==> config.mk <==
export PLATFORM = sky130hd
export DESIGN_NAME = afe_ctrl
export DESIGN_NICKNAME = d
export VERILOG_FILES = /design/src/afe_pkg.sv /design/src/afe_ctrl.sv
export VERILOG_INCLUDE_DIRS = /design/src
export SDC_FILE = /design/constraint.sdc
export NUM_CORES = 1
export LEC_CHECK = 0
export BUFFER_PORTS_ARGS = -buffer_cell sky130_fd_sc_hd__buf_2
export CORE_MARGIN = 2
export CORE_UTILIZATION = 30
export DETAILED_ROUTE_END_ITERATION = 10
export PLACE_DENSITY = 0.5
export SETUP_SLACK_MARGIN = 0.1
export SLEW_MARGIN = 20
export SYNTH_ARGS = -nofsm -noshare
export SYNTH_HDL_FRONTEND = slang
export SYNTH_SLANG_ARGS = --single-unit
==> constraint.sdc <==
create_clock -name clk -period 3.3 [get_ports clk]
set_clock_uncertainty 0.15 [all_clocks]
set_input_delay 0.33 -clock clk [delete_from_list [all_inputs] [get_ports clk]]
set_output_delay 0.33 -clock clk [all_outputs]
set_load 0.1 [all_outputs]
==> src/afe_cfg.svh <==
/*
  Offsets, field positions, reset values and timing figures of the
  front-end control block. Assumes a 125 MHz core clock.
*/
`ifndef AFE_CFG_SVH
`define AFE_CFG_SVH

// Register byte offsets
`define AFE_OFS_REF      5'h00
`define AFE_OFS_BURN     5'h04
`define AFE_OFS_EXC      5'h08
`define AFE_OFS_GPIO     5'h0c
`define AFE_OFS_STATUS   5'h10

// Reference register fields
`define AFE_REF_POS_LSB  0
`define AFE_REF_NEG_LSB  2
`define AFE_REF_INTREF   4
`define AFE_REF_LSH      5
`define AFE_REF_LSSEL    6
`define AFE_REF_RST      8'h05

// Burn-out register fields
`define AFE_BURN_PULLDN  3
`define AFE_BURN_RST     4'h0

// Excitation register reset: both routes parked, both levels off
`define AFE_EXC_RST      16'h00ff

// Pin register fields
`define AFE_GPIO_DIR_LSB 4
`define AFE_PIN_VALUE_BITS_LSB 8
`define AFE_GPIO_ACX     12
`define AFE_GPIO_RST     13'h00f0

// Timing
`define AFE_CLK_MHZ      125
`define AFE_MOD_DIV      8
`define AFE_LS_T0_US     220
`define AFE_LS_T1_US     2200
`define AFE_LS_T2_US     22000

`endif

==> src/afe_pkg.sv <==
/*
  Types of the front-end control block.
  Assumes afe_cfg.svh sits in the include path.
*/
package afe_pkg;

  typedef enum logic {
    AFE_IDLE,
    AFE_ACK
  } afe_bus_e;

  typedef struct packed {
    afe_bus_e    bus_st;
    logic [31:0] rdata;
    logic [7:0]  ref_r;
    logic [3:0]  burn_r;
    logic [15:0] exc_r;
    logic [12:0] gpio_r;
    logic        ref_alm;
    logic        amph_alm;
    logic        ampl_alm;
    logic [21:0] ls_cnt;
    logic        ls_rdy;
    logic [2:0]  mod_cnt;
    logic        mod_bit;
    logic        mod_stb;
  } afe_state_s;

endpackage

==> src/afe_ctrl.sv <==
/*
  Configuration and status logic of the converter analog front end:
  reference selection and monitor, level shift, burn-out and excitation
  current control, four shared pins and the modulator sample strobe.
  Assumes an Avalon-MM master on the register port, comparator outputs
  synchronous to clk and a conversion-start pulse from the sequencer.
*/
//
// Behaviour
// - Both reference codes 00 route the internal reference.
// - Both reference codes 01 route the analog supply pair.
// - Code 10 picks input pair 0/1, code 11 pair 2/3.
// - Positive and negative reference selectors are independent.
// - After reset both reference selectors hold the supply code.
// - One bit enables the internal reference; off after reset.
// - Reference below 0.4 V sets the low-reference alarm.
// - Alarm is read-only; clears at next conversion once condition gone.
// - Monitor watches the reference after the multiplexers.
// - Burn-out magnitude: off, 0.05, 0.2, 1, 10 microamps.
// - Pull-up sources positive, sinks negative; pull-down swaps.
// - Each excitation source has route and magnitude fields.
// - Connect bits attach each pin to its shared pad.
// - Direction bit 0 is output, 1 is input.
// - Pin data drives outputs when written, returns pins when read.
// - Output pins read back the written value, not the pad.
// - AC excitation overrides pin data on the pins.
// - Modulator samples at clock over eight.
// - Amplifier overload alarms are read-only status bits.
//
`include "afe_cfg.svh"

module afe_ctrl #(
  parameter int LS_T0_CYC = `AFE_LS_T0_US * `AFE_CLK_MHZ,
  parameter int LS_T1_CYC = `AFE_LS_T1_US * `AFE_CLK_MHZ,
  parameter int LS_T2_CYC = `AFE_LS_T2_US * `AFE_CLK_MHZ
) (
  // Clock and reset
  input  wire logic        clk,
  input  wire logic        nrst,
  // Avalon-MM slave
  input  wire logic [4:0]  avs_address,
  input  wire logic        avs_read,
  input  wire logic        avs_write,
  input  wire logic [31:0] avs_writedata,
  output logic [31:0]      avs_readdata,
  output logic             avs_waitrequest,
  // Conversion sequencer and comparators
  input  wire logic        conv_start,
  input  wire logic        ref_low_cmp,
  input  wire logic        amp_high_cmp,
  input  wire logic        amp_low_cmp,
  input  wire logic        mod_cmp_in,
  // Reference path
  output logic [1:0]       pos_ref_select,
  output logic [1:0]       neg_ref_select,
  output logic             intref_enable,
  output logic             intref_route,
  output logic             supply_route,
  output logic             ext_pair0_route,
  output logic             ext_pair1_route,
  // Level shift
  output logic             level_shift_voltage,
  output logic             level_shift_ready,
  // Burn-out currents
  output logic [2:0]       bo_level,
  output logic             bo_pos_source,
  output logic             bo_neg_source,
  // Excitation sources
  output logic [3:0]       exc_src1_route,
  output logic [3:0]       exc_src2_route,
  output logic [3:0]       exc_src1_level,
  output logic [3:0]       exc_src2_level,
  // Shared pins
  input  wire logic [3:0]  pin_in,
  input  wire logic [1:0]  acx_phase,
  output logic [3:0]       pin_out,
  output logic [3:0]       pin_oe,
  // Modulator
  output logic             mod_bit,
  output logic             mod_strobe,
  // Status
  output logic             ref_low_alarm,
  output logic             amp_overload_high_alarm,
  output logic             amp_overload_low_alarm
);

  ////////////////////////////////////////////////////////////////////////////
  // Decodes

  localparam logic [21:0] LS_C0 = 22'(LS_T0_CYC);
  localparam logic [21:0] LS_C1 = 22'(LS_T1_CYC);
  localparam logic [21:0] LS_C2 = 22'(LS_T2_CYC);
  localparam logic [2:0]  MOD_LAST = 3'(`AFE_MOD_DIV - 1);

  afe_pkg::afe_state_s st_ff;
  afe_pkg::afe_state_s nxt_st;

  logic        req;
  logic        acc_wr;
  logic [3:0]  pin_con;
  logic [3:0]  pin_dir;
  logic [3:0]  pin_dat;
  logic        acx_on;
  logic [3:0]  pin_rd;
  logic [21:0] ls_load;
  logic [3:0]  status_w;

  assign req     = avs_read | avs_write;
  // Write takes effect only at the edge where waitrequest is seen low
  assign acc_wr  = avs_write & (st_ff.bus_st == afe_pkg::AFE_ACK);
  assign pin_con = st_ff.gpio_r[3:0];
  assign pin_dir = st_ff.gpio_r[`AFE_GPIO_DIR_LSB +: 4];
  assign pin_dat = st_ff.gpio_r[`AFE_PIN_VALUE_BITS_LSB +: 4];
  assign acx_on  = st_ff.gpio_r[`AFE_GPIO_ACX];
  assign status_w = {st_ff.ls_rdy, st_ff.ampl_alm, st_ff.amph_alm, st_ff.ref_alm};

  always_comb begin
    case (avs_writedata[`AFE_REF_LSSEL +: 2])
      2'h0:    ls_load = LS_C0;
      2'h1:    ls_load = LS_C1;
      default: ls_load = LS_C2;
    endcase
  end

  ////////////////////////////////////////////////////////////////////////////
  // Shared pins: pads 2..5 alternate the two excitation phases

  genvar gi;
  generate
    for (gi = 0; gi < 4; gi++) begin : g_pin
      // AC excitation drives every connected pin whatever its direction
      assign pin_oe[gi]  = pin_con[gi] & (acx_on | ~pin_dir[gi]);
      assign pin_out[gi] = acx_on ? acx_phase[gi % 2] : pin_dat[gi];
      // Outputs read the stored value so a loaded pad cannot fake it
      assign pin_rd[gi]  = pin_dir[gi] ? pin_in[gi] : pin_dat[gi];
    end
  endgenerate

  ////////////////////////////////////////////////////////////////////////////
  // Next state

  always_comb begin
    nxt_st = st_ff;
    nxt_st.mod_stb = 1'b0;

    // Bus: one wait cycle, read data captured before the ack cycle
    case (st_ff.bus_st)
      afe_pkg::AFE_IDLE: begin
        if (req) begin
          nxt_st.bus_st = afe_pkg::AFE_ACK;
          case (avs_address)
            `AFE_OFS_REF:    nxt_st.rdata = {24'h00_0000, st_ff.ref_r};
            `AFE_OFS_BURN:   nxt_st.rdata = {28'h000_0000, st_ff.burn_r};
            `AFE_OFS_EXC:    nxt_st.rdata = {16'h0000, st_ff.exc_r};
            `AFE_OFS_GPIO:   nxt_st.rdata = {19'h0_0000, st_ff.gpio_r[12], pin_rd,
                                             st_ff.gpio_r[7:0]};
            `AFE_OFS_STATUS: nxt_st.rdata = {28'h000_0000, status_w};
            default:         nxt_st.rdata = 32'h0000_0000;
          endcase
        end
      end
      afe_pkg::AFE_ACK: nxt_st.bus_st = afe_pkg::AFE_IDLE;
      default:          nxt_st.bus_st = afe_pkg::AFE_IDLE;
    endcase

    if (acc_wr) begin
      case (avs_address)
        `AFE_OFS_REF:  nxt_st.ref_r  = avs_writedata[7:0];
        `AFE_OFS_BURN: nxt_st.burn_r = avs_writedata[3:0];
        `AFE_OFS_EXC:  nxt_st.exc_r  = avs_writedata[15:0];
        `AFE_OFS_GPIO: nxt_st.gpio_r = avs_writedata[12:0];
        default:       nxt_st.gpio_r = st_ff.gpio_r;
      endcase
    end

    // Level shift settle timer, restarted by every write that enables it
    if (acc_wr && avs_address == `AFE_OFS_REF) begin
      nxt_st.ls_rdy = 1'b0;
      nxt_st.ls_cnt = avs_writedata[`AFE_REF_LSH] ? ls_load : 22'h00_0000;
    end else if (!st_ff.ref_r[`AFE_REF_LSH]) begin
      nxt_st.ls_rdy = 1'b0;
    end else if (st_ff.ls_cnt != 22'h00_0000) begin
      nxt_st.ls_cnt = st_ff.ls_cnt - 22'h00_0001;
    end else begin
      nxt_st.ls_rdy = 1'b1;
    end

    // Alarms: set always wins, clear only at a conversion start
    if (ref_low_cmp) begin
      nxt_st.ref_alm = 1'b1;
    end else if (conv_start) begin
      nxt_st.ref_alm = 1'b0;
    end
    if (amp_high_cmp) begin
      nxt_st.amph_alm = 1'b1;
    end else if (conv_start) begin
      nxt_st.amph_alm = 1'b0;
    end
    if (amp_low_cmp) begin
      nxt_st.ampl_alm = 1'b1;
    end else if (conv_start) begin
      nxt_st.ampl_alm = 1'b0;
    end

    // Modulator sample strobe at clk / 8
    if (st_ff.mod_cnt == MOD_LAST) begin
      nxt_st.mod_cnt = 3'h0;
      nxt_st.mod_bit = mod_cmp_in;
      nxt_st.mod_stb = 1'b1;
    end else begin
      nxt_st.mod_cnt = st_ff.mod_cnt + 3'h1;
    end
  end

  always_ff @(posedge clk or negedge nrst) begin
    if (!nrst) begin
      st_ff          <= '0;
      st_ff.ref_r    <= `AFE_REF_RST;
      st_ff.burn_r   <= `AFE_BURN_RST;
      st_ff.exc_r    <= `AFE_EXC_RST;
      st_ff.gpio_r   <= `AFE_GPIO_RST;
    end else begin
      st_ff <= nxt_st;
    end
  end

  ////////////////////////////////////////////////////////////////////////////
  // Outputs

  assign avs_waitrequest = req & (st_ff.bus_st != afe_pkg::AFE_ACK);
  assign avs_readdata    = st_ff.rdata;

  assign pos_ref_select  = st_ff.ref_r[`AFE_REF_POS_LSB +: 2];
  assign neg_ref_select  = st_ff.ref_r[`AFE_REF_NEG_LSB +: 2];
  assign intref_enable   = st_ff.ref_r[`AFE_REF_INTREF];
  assign intref_route    = (pos_ref_select == 2'h0) & (neg_ref_select == 2'h0);
  assign supply_route    = (pos_ref_select == 2'h1) & (neg_ref_select == 2'h1);
  assign ext_pair0_route = (pos_ref_select == 2'h2) & (neg_ref_select == 2'h2);
  assign ext_pair1_route = (pos_ref_select == 2'h3) & (neg_ref_select == 2'h3);

  assign level_shift_voltage = st_ff.ref_r[`AFE_REF_LSH];
  assign level_shift_ready   = st_ff.ls_rdy;

  // Codes above 4 are unused and park the currents off
  assign bo_level      = (st_ff.burn_r[2:0] > 3'h4) ? 3'h0 : st_ff.burn_r[2:0];
  assign bo_pos_source = ~st_ff.burn_r[`AFE_BURN_PULLDN];
  assign bo_neg_source = st_ff.burn_r[`AFE_BURN_PULLDN];

  assign exc_src1_route = st_ff.exc_r[3:0];
  assign exc_src2_route = st_ff.exc_r[7:4];
  assign exc_src1_level = st_ff.exc_r[11:8];
  assign exc_src2_level = st_ff.exc_r[15:12];

  assign mod_bit    = st_ff.mod_bit;
  assign mod_strobe = st_ff.mod_stb;

  assign ref_low_alarm           = st_ff.ref_alm;
  assign amp_overload_high_alarm = st_ff.amph_alm;
  assign amp_overload_low_alarm  = st_ff.ampl_alm;

  ////////////////////////////////////////////////////////////////////////////
  // Checks

  logic wr_ref;
  assign wr_ref = acc_wr & (avs_address == `AFE_OFS_REF);

  a_ref_internal: assert property (@(posedge clk) disable iff (!nrst)
    wr_ref && avs_writedata[3:0] == 4'h0 |=> intref_route && !supply_route)
    else $error("internal reference not routed");

  a_ref_supply: assert property (@(posedge clk) disable iff (!nrst)
    wr_ref && avs_writedata[3:0] == 4'h5 |=> supply_route && !intref_route)
    else $error("supply reference not routed");

  a_ref_external: assert property (@(posedge clk) disable iff (!nrst)
    wr_ref && avs_writedata[3:0] == 4'ha |=> ext_pair0_route && !ext_pair1_route)
    else $error("external pair not routed");

  a_ref_reset: assert property (@(posedge clk)
    $rose(nrst) |-> supply_route && !intref_enable)
    else $error("reset reference not supply");

  a_alarm_set: assert property (@(posedge clk) disable iff (!nrst)
    ref_low_cmp |=> ref_low_alarm)
    else $error("low reference not flagged");

  a_alarm_hold: assert property (@(posedge clk) disable iff (!nrst)
    ref_low_alarm && !conv_start |=> ref_low_alarm)
    else $error("alarm dropped between conversions");

  a_alarm_clear: assert property (@(posedge clk) disable iff (!nrst)
    ref_low_alarm && conv_start && !ref_low_cmp |=> !ref_low_alarm)
    else $error("alarm not cleared at conversion");

  a_amp_alarm: assert property (@(posedge clk) disable iff (!nrst)
    amp_high_cmp ##1 !conv_start |=> amp_overload_high_alarm)
    else $error("overload alarm lost");

  a_mod_rate: assert property (@(posedge clk) disable iff (!nrst)
    mod_strobe |=> !mod_strobe [*7] ##1 mod_strobe)
    else $error("modulator strobe not every eight clocks");

  a_pin_override: assert property (@(posedge clk) disable iff (!nrst)
    acx_on && pin_con[1] |-> pin_oe[1] && pin_out[1] == acx_phase[1])
    else $error("excitation does not own pin");

  a_pin_readback: assert property (@(posedge clk) disable iff (!nrst)
    avs_read && avs_address == `AFE_OFS_GPIO && st_ff.bus_st == afe_pkg::AFE_IDLE
    && !pin_dir[3]
    |=> avs_readdata[11] == $past(pin_dat[3]))
    else $error("output pin read back from pad");

  a_burn_swap: assert property (@(posedge clk) disable iff (!nrst)
    acc_wr && avs_address == `AFE_OFS_BURN |=> bo_pos_source != $past(avs_writedata[3]))
    else $error("burn-out polarity wrong");

  // Register fields reach their outputs one cycle after the accepted write
  a_ref_pair1: assert property (@(posedge clk) disable iff (!nrst)
    wr_ref && avs_writedata[3:0] == 4'hf |=> ext_pair1_route && !ext_pair0_route)
    else $error("second external pair not routed");

  a_ref_indep: assert property (@(posedge clk) disable iff (!nrst)
    wr_ref |=> pos_ref_select == $past(avs_writedata[1:0]) && neg_ref_select == $past(avs_writedata[3:2]))
    else $error("reference selectors not independent");

  a_intref_bit: assert property (@(posedge clk) disable iff (!nrst)
    wr_ref |=> intref_enable == $past(avs_writedata[`AFE_REF_INTREF]))
    else $error("internal reference enable not taken");

  a_amp_low: assert property (@(posedge clk) disable iff (!nrst)
    amp_low_cmp |=> amp_overload_low_alarm)
    else $error("low overload alarm lost");

  a_alarm_stable: assert property (@(posedge clk) disable iff (!nrst)
    !conv_start && !ref_low_cmp |=> $stable(ref_low_alarm))
    else $error("alarm changed between conversions");

  a_burn_level: assert property (@(posedge clk) disable iff (!nrst)
    acc_wr && avs_address == `AFE_OFS_BURN && avs_writedata[2:0] <= 3'h4
    |=> bo_level == $past(avs_writedata[2:0]))
    else $error("burn-out level not applied");

  a_burn_unused: assert property (@(posedge clk) disable iff (!nrst)
    acc_wr && avs_address == `AFE_OFS_BURN && avs_writedata[2:0] > 3'h4 |=> bo_level == 3'h0)
    else $error("unused burn-out code not parked");

  a_exc_fields: assert property (@(posedge clk) disable iff (!nrst)
    acc_wr && avs_address == `AFE_OFS_EXC
    |=> {exc_src2_level, exc_src1_level, exc_src2_route, exc_src1_route} == $past(avs_writedata[15:0]))
    else $error("excitation fields not applied");

  a_ls_restart: assert property (@(posedge clk) disable iff (!nrst)
    wr_ref |=> !level_shift_ready)
    else $error("settle flag kept across reference write");

  a_ls_off: assert property (@(posedge clk) disable iff (!nrst)
    !level_shift_voltage |=> !level_shift_ready)
    else $error("settle flag without level shift");

  a_mod_bit: assert property (@(posedge clk) disable iff (!nrst)
    mod_strobe |-> mod_bit == $past(mod_cmp_in))
    else $error("modulator bit not sampled at strobe");

  a_pin_connect: assert property (@(posedge clk) disable iff (!nrst)
    pin_con == 4'h0 |-> pin_oe == 4'h0)
    else $error("unconnected pin driven");

  a_pin_input: assert property (@(posedge clk) disable iff (!nrst)
    !acx_on && pin_dir == 4'hf |-> pin_oe == 4'h0)
    else $error("input pin driven");

  a_pin_data: assert property (@(posedge clk) disable iff (!nrst)
    !acx_on |-> pin_out == pin_dat)
    else $error("pin data not driven");

  a_acx_even: assert property (@(posedge clk) disable iff (!nrst)
    acx_on && pin_con[2] |-> pin_oe[2] && pin_out[2] == acx_phase[0])
    else $error("excitation does not own even pin");

endmodule // afe_ctrl

Yosys cells after proc, flatten, opt, wreduce, memory -nomap -nowiden
Cells that the tools add are included.
- bits of input ports: 52
- output and inout port bits: 78
- logic and storage cells: 93
- register bits: 105
- order comparisons: 1
- add/subtract/negate cells: 2
- mux-type cells: 25
- bitwise logic cells: 21
- reductions and logical operators: 17
- equal/unequal tests: 13
- operator list (operator ; count):
    16-bit one-hot mux with 5 select lines ; 1
    22-bit two-way mux ; 3
    22-bit one-hot mux with 2 select lines ; 1
    33-bit two-way mux ; 1
    23-bit two-way mux ; 1
    22-bit nonzero test ; 1
    22-bit by 1-bit subtractor with 22-bit output (second input constant) ; 1
    1-bit two-way mux ; 15
    2-bit AND reduction ; 6
    1-bit AND ; 10
    5-bit by 4-bit == test with 1-bit output (second input constant) ; 2
    2-bit nonzero test ; 5
    2-bit == test (second input constant) ; 4
    2-bit by 1-bit == test with 1-bit output (second input constant) ; 3
    2-bit zero test ; 3
    3-bit two-way mux ; 2
    1-bit inverter ; 6
    5-bit by 3-bit == test with 1-bit output (second input constant) ; 1
    5-bit == test (second input constant) ; 1
    5-bit zero test ; 1
    1-bit bitwise OR ; 5
    3-bit by 1-bit adder with 3-bit output (second input constant) ; 1
    3-bit == test (second input constant) ; 1
    3-bit greater-than comparator (second input constant) ; 1
    3 further kinds ; 3

Longest topological paths before layout
Gate-level depths: netlist of the first run.
- word-level depth: 4
- mapped depth: 9
- mapped depth without buffers: 7

Worst setup path after synthesis of the first run
No wires, ideal clock.
- kind: register -> output
- start point: reg st_ff, in the netlist pos_ref_select[1]
- end point: out intref_route
- data required time: 2.820 ns
- data arrival time: 3.352 ns
- buffers on the path: 0
- cell stages (with the launch flop): 2
- setup slack: -0.532 ns
- cells stage by stage: dfrtp_1 -> nor4_1
- cells in the longest elaborated chain, start to end: 2
- RTL lines (what ; RTL line ; source):
    from (decl) ; afe_ctrl.sv:95 ; afe_pkg::afe_state_s st_ff;
    from (signal assigned) ; afe_ctrl.sv:223 ; st_ff <= nxt_st;
    2-bit zero test ; afe_ctrl.sv:236 ; assign intref_route = (pos_ref_select == 2'h0) & (neg_ref_select == 2'h0);
    1-bit AND ; afe_ctrl.sv:236 ;
    to (decl) ; afe_ctrl.sv:57 ; output logic intref_route,
No other way between the ends.

Worst setup path after layout of the first run
- start point: reg st_ff[6] (netlist name)
- end point: reg st_ff[17] (netlist name)
- cells in the longest elaborated chain, start to end: 4
- elaborated cells between the ends (all ways): 7
- classes of those cells: add/sub (1); mux (3); reduce/logical (3)
- RTL lines (what ; RTL line ; source):
    22-bit by 1-bit subtractor with 22-bit output ; afe_ctrl.sv:183 ; nxt_st.ls_cnt = st_ff.ls_cnt - 22'h00_0001;
    22-bit two-way mux ; afe_ctrl.sv:182 ; end else if (st_ff.ls_cnt != 22'h00_0000) begin
    22-bit two-way mux ; afe_ctrl.sv:180 ; end else if (!st_ff.ref_r[`AFE_REF_LSH]) begin
    23-bit two-way mux ; afe_ctrl.sv:177 ; if (acc_wr && avs_address == `AFE_OFS_REF) begin
Parallel ways exist; a longest one is shown, timed or not. The select of a mux whose other input is x is not followed.
A chain may end at the register's enable or synchronous reset.

==> metrics.md, run 1 <==
| Metric | Value |
|---|---|
| Post-synth top cells | `dfrtp_1 (75), nand2_1 (58), buf_4 (52)` |
| Switching Share | `between 40% and 50%` |
| Synth cell types | `55` |
| Die Y-Extent | `129 um` |
| Area Growth Syn to Fin | `15.4%` |
| Cells after Synth | `477` |
| Clock power frac | `28.6%` |
| Vias per cell | `~4.8` |
| Fmax achieved | `roughly 360 MHz` |
| Vias in the first global route | `3545` |
| Root Driver | `clkbuf_16` |
| CTS tree | `yes` |
| Worst setup path endpoint | `st_ff[17]` |
| Top_reg_cell synth | `dfrtp_1` |
| Area of the multi-input gates | `1990 um^2` |
| Layout filler cell count | `1551` |
| Clk slew on worst S/H paths | `about 60 ps` |
| Final instance area | `5440 um^2` |
| First-pass GRT wire length | `about 19 mm` |
| Antenna viol nets, final | `0` |
| Slew HR | `47.8%` |
| Layout cells sized above 1 | `about a third` |
| DP HPWL | `8.71 mm` |
| Drt total wl | `11.7 mm` |
| Row count | `45` |
| Synth Warn # | `0` |
| Internal Power | `about 2.1 mW` |
| Worst Path Arrival | `2890 ps` |
| Nets | `roughly 590` |
| Initial DRT Pass Iterations | `4` |
| Count leader, synth | `dfrtp_1` |
| Reg-to-Reg End | `st_ff[17]` |
| Initial antenna violation count | `0` |
| Placed inst area | `5120 um^2` |
| Sequential share of power | `between 30% and 40%` |
| Routed WL per cell | `15.5 um` |
| DRT iter0 DRCs | `187` |
| Max-cap violations | `0` |
| Lkg Pwr | `about 2.6 nW` |
| I/O Buffers | `97` |
| Status | `complete, no violations` |
| GRT Total Usage | `14.4%` |
| Endpoints failing setup | `0` |
| Die footprint | `around 17000 um^2` |
| CTS buffer count | `9` |
| Worst r2r src | `st_ff[6]` |
| Most area-consuming cells after synthesis | `dfrtp_1 (40%), buf_4 (8.3%), dfstp_2 (7.8%)` |
| CTS Buffer Depth | `2` |
| Cell area power density | `~660 nW/um^2` |
| Data required, critical path | `3380 ps` |
| Least-Margin Pin Slew | `783 ps` |
| Synth top area share | `between 30% and 40%` |
| Post-synthesis sequential area ratio | `about 48%` |
| Fin crit share | `85.3%` |
| GPL Wtd Cong | `0.793` |
| Switch Pwr | `1.48 mW` |
| Final core utilization | `35.7%` |
| Mapped Area | `4720 um^2` |
| GR Overflow Total | `0` |
| Crit Path Class | `reg -> reg` |
| Worst R2R Path Depth | `7` |
| # IOs | `between 100 and 150` |
| Drc violations | `0` |
| Avg Cell Area, Syn | `9.89 um^2` |
| Initial Util | `between 30% and 40%` |
| Crit-path max FO | `8` |
| EDFF count, synth | `0` |
| H-tree Lvls | `3` |
| Clock latency on the worst-skew pair | `340 ps` |
| Die W | `129 um` |
| Clock sinks | `89` |
| Final Hold Viols | `0` |
| Leading area contributor after synthesis | `dfrtp_1` |
| Critical path startpoint | `st_ff[6]` |
| Tmin final | `roughly 2800 ps` |
| Register area | `2240 um^2` |
| Reg2reg setup slack | `480 ps` |
| Comb power frac | `32.1%` |
| RSZ-0062 raised after global routing | `false` |
| Peak supply drop | `0.283 mV` |
| CP Launch Type | `flop` |
| Final setup TNS | `0 ps` |
| CP Capture Type | `flop` |
| CORE AREA | `15300 um^2` |
| Hold Path Class | `in -> reg` |
| Via count | `3623` |
| Pin count of the biggest net entering global routing | `85` |
| #FFs+latches synth | `89` |
| ANT cells | `0` |
| Slew Limit Fails | `0` |
| Async SR Flop Fraction | `100%` |
[sequential cells by signal, indices dropped and copies added, names as in the netlist, 4 cells and up]
name / flops
pin_con: 4
avs_readdata: 16
exc_src1_route: 4
pin_dat: 4
pin_dir: 4
exc_src2_route: 4
exc_src1_level: 4
exc_src2_level: 4
st_ff: 31
[per-layer routing]
metal  vias up  track usage (%)  part of all wire, %
li1       1734                -                    -
met5         -                0                    0
met4         0             6.20                  1.5
met3        10             2.48                  4.6
met2        85             22.8                   47
met1      1794             19.4                   47
[power by group through the flow]
stage / registers, mW / logic (mW) / clock network [mW]
final: 1.42 / 1.16 / 1.03
after global routing: 1.44 / 1.23 / 1.10
after CTS: 1.42 / 1.16 / 1.07
after detailed placement: 1.44 / 1.16 / 0
after global placement: 1.43 / 1.15 / 0
after floorplan: 1.45 / 0.977 / 0
[cell type report]
class / instances / area share, %
Inverter: 16 / 1.10
Clock inverter: 3 / 0.736
Timing Repair Buffer: 108 / 10.6
Multi-Input combinational cell: 313 / 36.6
Sequential cell: 89 / 41.3
Tap cell: 211 / 4.85
Clock buffer: 13 / 4.78
[what timing repair did]
item                      in CTS  in global routing
resized for setup              0                  0
setup buffers                  0                  0
hold endpoints to repair       1                 75
hold buffers                   1                  1
[logic make-up after synthesis]
kind of cell / share of synthesized area, %
muxes: 9.45
DFF: 47.6
buffers and inverters: 11.6
adders and majority gates: 0.796
other: 0.0795
and+or+nand+nor: 16.5
AOI/OAI and AO/OA: 12.4
xor gates and xnor gates: 1.67
[worst min path at each step]
stage,start,slack [ps],to,cells past startpoint
global route,amp_high_cmp,5,amp_overload_high_alarm,2
finish,amp_high_cmp,20,amp_overload_high_alarm,2
floorplan,nrst,-120,acx_on,0
CTS,amp_high_cmp,1,amp_overload_high_alarm,2
detailed placement,st_ff[2],280,st_ff[2],1
global placement,st_ff[2],260,st_ff[2],1
[layout by cell type (no fill, tap or decap), types with 3 or more instances in the layout]
cell type,Yosys,final
a31oi_1,4,4
nor2_1,27,27
ha_1,3,3
dfrtp_1,75,75
xnor2_1,3,3
a211oi_1,6,6
a22oi_1,6,6
buf_2,4,96
or4_1,7,7
nand2_1,58,58
a22o_1,4,4
or3_1,6,6
a21o_1,3,3
xor2_1,6,6
o211ai_1,4,4
o21ai_0,37,37
nand3_1,9,9
mux2i_1,13,13
a21boi_0,4,4
nor3_1,12,11
or2_2,6,6
mux2_2,28,28
inv_1,16,16
buf_4,52,9
dfstp_2,14,14
nor4_1,7,6
o31a_1,3,3
nor2b_1,4,4
conb_1,1,16
clkbuf_16,0,9
a21oi_1,8,8
[critical path, cell delays in order (launching register included)]
cell	delay (ps)
dfrtp_1	370
inv_1	80
ha_1	220
or4b_4	500
or4_1	620
nor2_2	320
nor2_1	140
o32a_1	300
[stage by stage]
stage               instances  power (mW)  worst slack, ps  hold slack (ps)
finish                    753        3.61              485             18.1
floorplan                 492        2.42              128             -116
global route              753        3.78              313             5.47
CTS                       752        3.65              482             1.33
detailed placement        735        2.60              493              283
global placement          735        2.58              496              263
(Power assumes the default switching activity.)
==> run 2: changes to the inputs <==
--- a/config.mk
+++ b/config.mk
@@ -10,6 +10,7 @@
 export CORE_MARGIN = 2
 export CORE_UTILIZATION = 30
 export DETAILED_ROUTE_END_ITERATION = 10
+export MAX_ROUTING_LAYER = met4
 export PLACE_DENSITY = 0.5
 export SETUP_SLACK_MARGIN = 0.1
 export SLEW_MARGIN = 20
==> run 2 against run 1 <==
  * Non-clock buffer count stayed put
  * Die area stayed put
  * Worst setup slack better by 6.0 ps
  * Via count hardly changed
  * Flip-flop and latch count stayed put
  * Highest routed layer unchanged
  * Sequential share of layout area stayed put
  * Clock power hardly changed
==> metrics.md, run 2 (same netlist as run 1, synthesis figures left out) <==
| Metric | Value |
|---|---|
| Commonest non-fill, non-tap cells in the layout | `buf_2 (96), dfrtp_1 (75), nand2_1 (58)` |
| Final Hold Viols | `0` |
| Register area | `between 2000 and 2500 um^2` |
| Clock sinks | `just under 90` |
| Fin crit share | `85.1%` |
| Initial DRT Pass Iterations | `4` |
| Initial Util | `30.9%` |
| Routed WL per cell | `15.6 um` |
| Final instance area | `around 5400 um^2` |
| DRT iter0 DRCs | `177` |
| Root Driver | `clkbuf_16` |
| CP bufs+invs | `1` |
| Area Growth Syn to Fin | `15.4%` |
| Vias in the first global route | `3538` |
| Initial antenna violation count | `0` |
| Via count | `3621` |
| Vias per cell | `slightly below 5` |
| # IOs | `130` |
| Nets | `592` |
| Drt total wl | `11.7 mm` |
| CORE AREA | `15300 um^2` |
| Data required, critical path | `approximately 3400 ps` |
| Lkg Pwr | `2.55 nW` |
| Cell area power density | `664 nW/um^2` |
| GPL Wtd Cong | `0.805` |
| Slew Limit Fails | `0` |
| Post-cts resize count | `0` |
| Die W | `129 um` |
| I/O Buffers | `97` |
| Crit Path Class | `reg -> reg` |
| Slew HR | `48.6%` |
| GRT Total Usage | `14.8%` |
| RSZ-0062 raised after global routing | `false` |
| DP HPWL | `8.71 mm` |
| ANT cells | `0` |
| Layout filler cell count | `about 1600` |
| Fmax achieved | `356 MHz` |
| Final Power | `3.61 mW` |
| Least-Margin Pin Slew | `between 700 and 800 ps` |
| Most common cell after layout, fill and taps aside | `buf_2` |
| CTS Buffer Depth | `2` |
| H-tree Lvls | `3` |
| CP peak stage delay | `620 ps` |
| CP Launch Type | `flop` |
| Reg2reg setup slack | `490 ps` |
| Final worst hold slack | `11.7 ps` |
| Max reg flops | `31` |
| Postcts setup bufs | `0` |
| Worst-path cell chain | `inv_1, ha_1, or4b_4, or4_1, nor2_2, nor2_1, o32a_1` |
| Endpoints failing setup | `0` |
| CTS buffer count | `9` |
| Peak supply drop | `0.283 mV` |
| Layout cells sized above 1 | `32.5%` |
| Crit-path max FO | `8` |
| Placed inst area | `approximately 5100 um^2` |
| Max-cap violations | `0` |
| Clk slew on worst S/H paths | `around 70 ps` |
| Die footprint | `16700 um^2` |
| CTS tree | `yes` |
| Worst Path Arrival | `2890 ps` |
| Die Y-Extent | `between 100 and 150 um` |
| Final core utilization | `35.7%` |
| Pin count of the biggest net entering global routing | `85` |
| CP max-delay cell | `or4_1` |
| Drc violations | `0` |
| CP Capture Type | `flop` |
| Final setup TNS | `0 ps` |
| Tmin final | `2810 ps` |
| First-pass GRT wire length | `18.7 mm` |
| GR Overflow Total | `0` |
| Most flops, register | `st_ff` |
| Clock latency on the worst-skew pair | `340 ps` |
| Status | `complete, no violations` |
| Hold Path Class | `in -> reg` |
| Row count | `45` |
| Critical path's top delay family | `simple AND/OR/NAND/NOR gates` |
| Area of the multi-input gates | `1990 um^2` |
| Antenna viol nets, final | `0` |
==> run 2: cell counts in the layout (fill, tap and decap cells not counted) <==
Identical to the previous run, type by type.
==> run 2: final timing paths <==
kind                              startpoint                      end  cells after the start
worst max-delay path                st_ff[6]                st_ff[17]                      7
worst min register to register      st_ff[2]                 st_ff[2]                      1
max in group asynchronous               nrst        exc_src1_route[0]                      3
min in group asynchronous               nrst               pin_dat[1]                      2
worst max register to register      st_ff[6]                st_ff[17]                      7
worst min-delay path            amp_high_cmp  amp_overload_high_alarm                      2
==> run 2: stage by stage <==
stage | worst slack (ps) | cells
2_1_floorplan | 128 | 492
3_3_place_gp | 496 | 735
3_5_place_dp | 493 | 735
4_1_cts | 482 | 752
5_1_grt | 313 | 753
6_report | 491 | 753
==> run 2: area by class of cell <==
type	instances	area share, %
sequential	89	41.3
multi-input combinational	313	36.6
timing repair buffer	108	10.6
tap	211	4.85
clock buffer	13	4.78
inverter	16	1.10
clock inverter	3	0.736
==> run 2: timing repair <==
| item | CTS | global route |
|---|---|---|
| hold endpoints to repair | 1 | 65 |
| setup endpoints to repair | 0 | 0 |
| hold buffers | 1 | 1 |
==> run 2: power breakdown <==
part	leakage [nW]	internal, mW	switching [mW]
Combinational	1.32	0.241	0.914
Clock	0.150	0.626	0.413
Sequential	1.09	1.26	0.159
==> run 2: layer usage <==
| metal | routed length (um) | vias up | global-route usage, % |
|---|---|---|---|
| met5 | 0 | - | - |
| met3 | 530 | 12 | 2.48 |
| met1 | 5470 | 1791 | 19.5 |
| met4 | 192 | 0 | 6.20 |
| li1 | - | 1734 | - |
| met2 | 5530 | 84 | 22.8 |
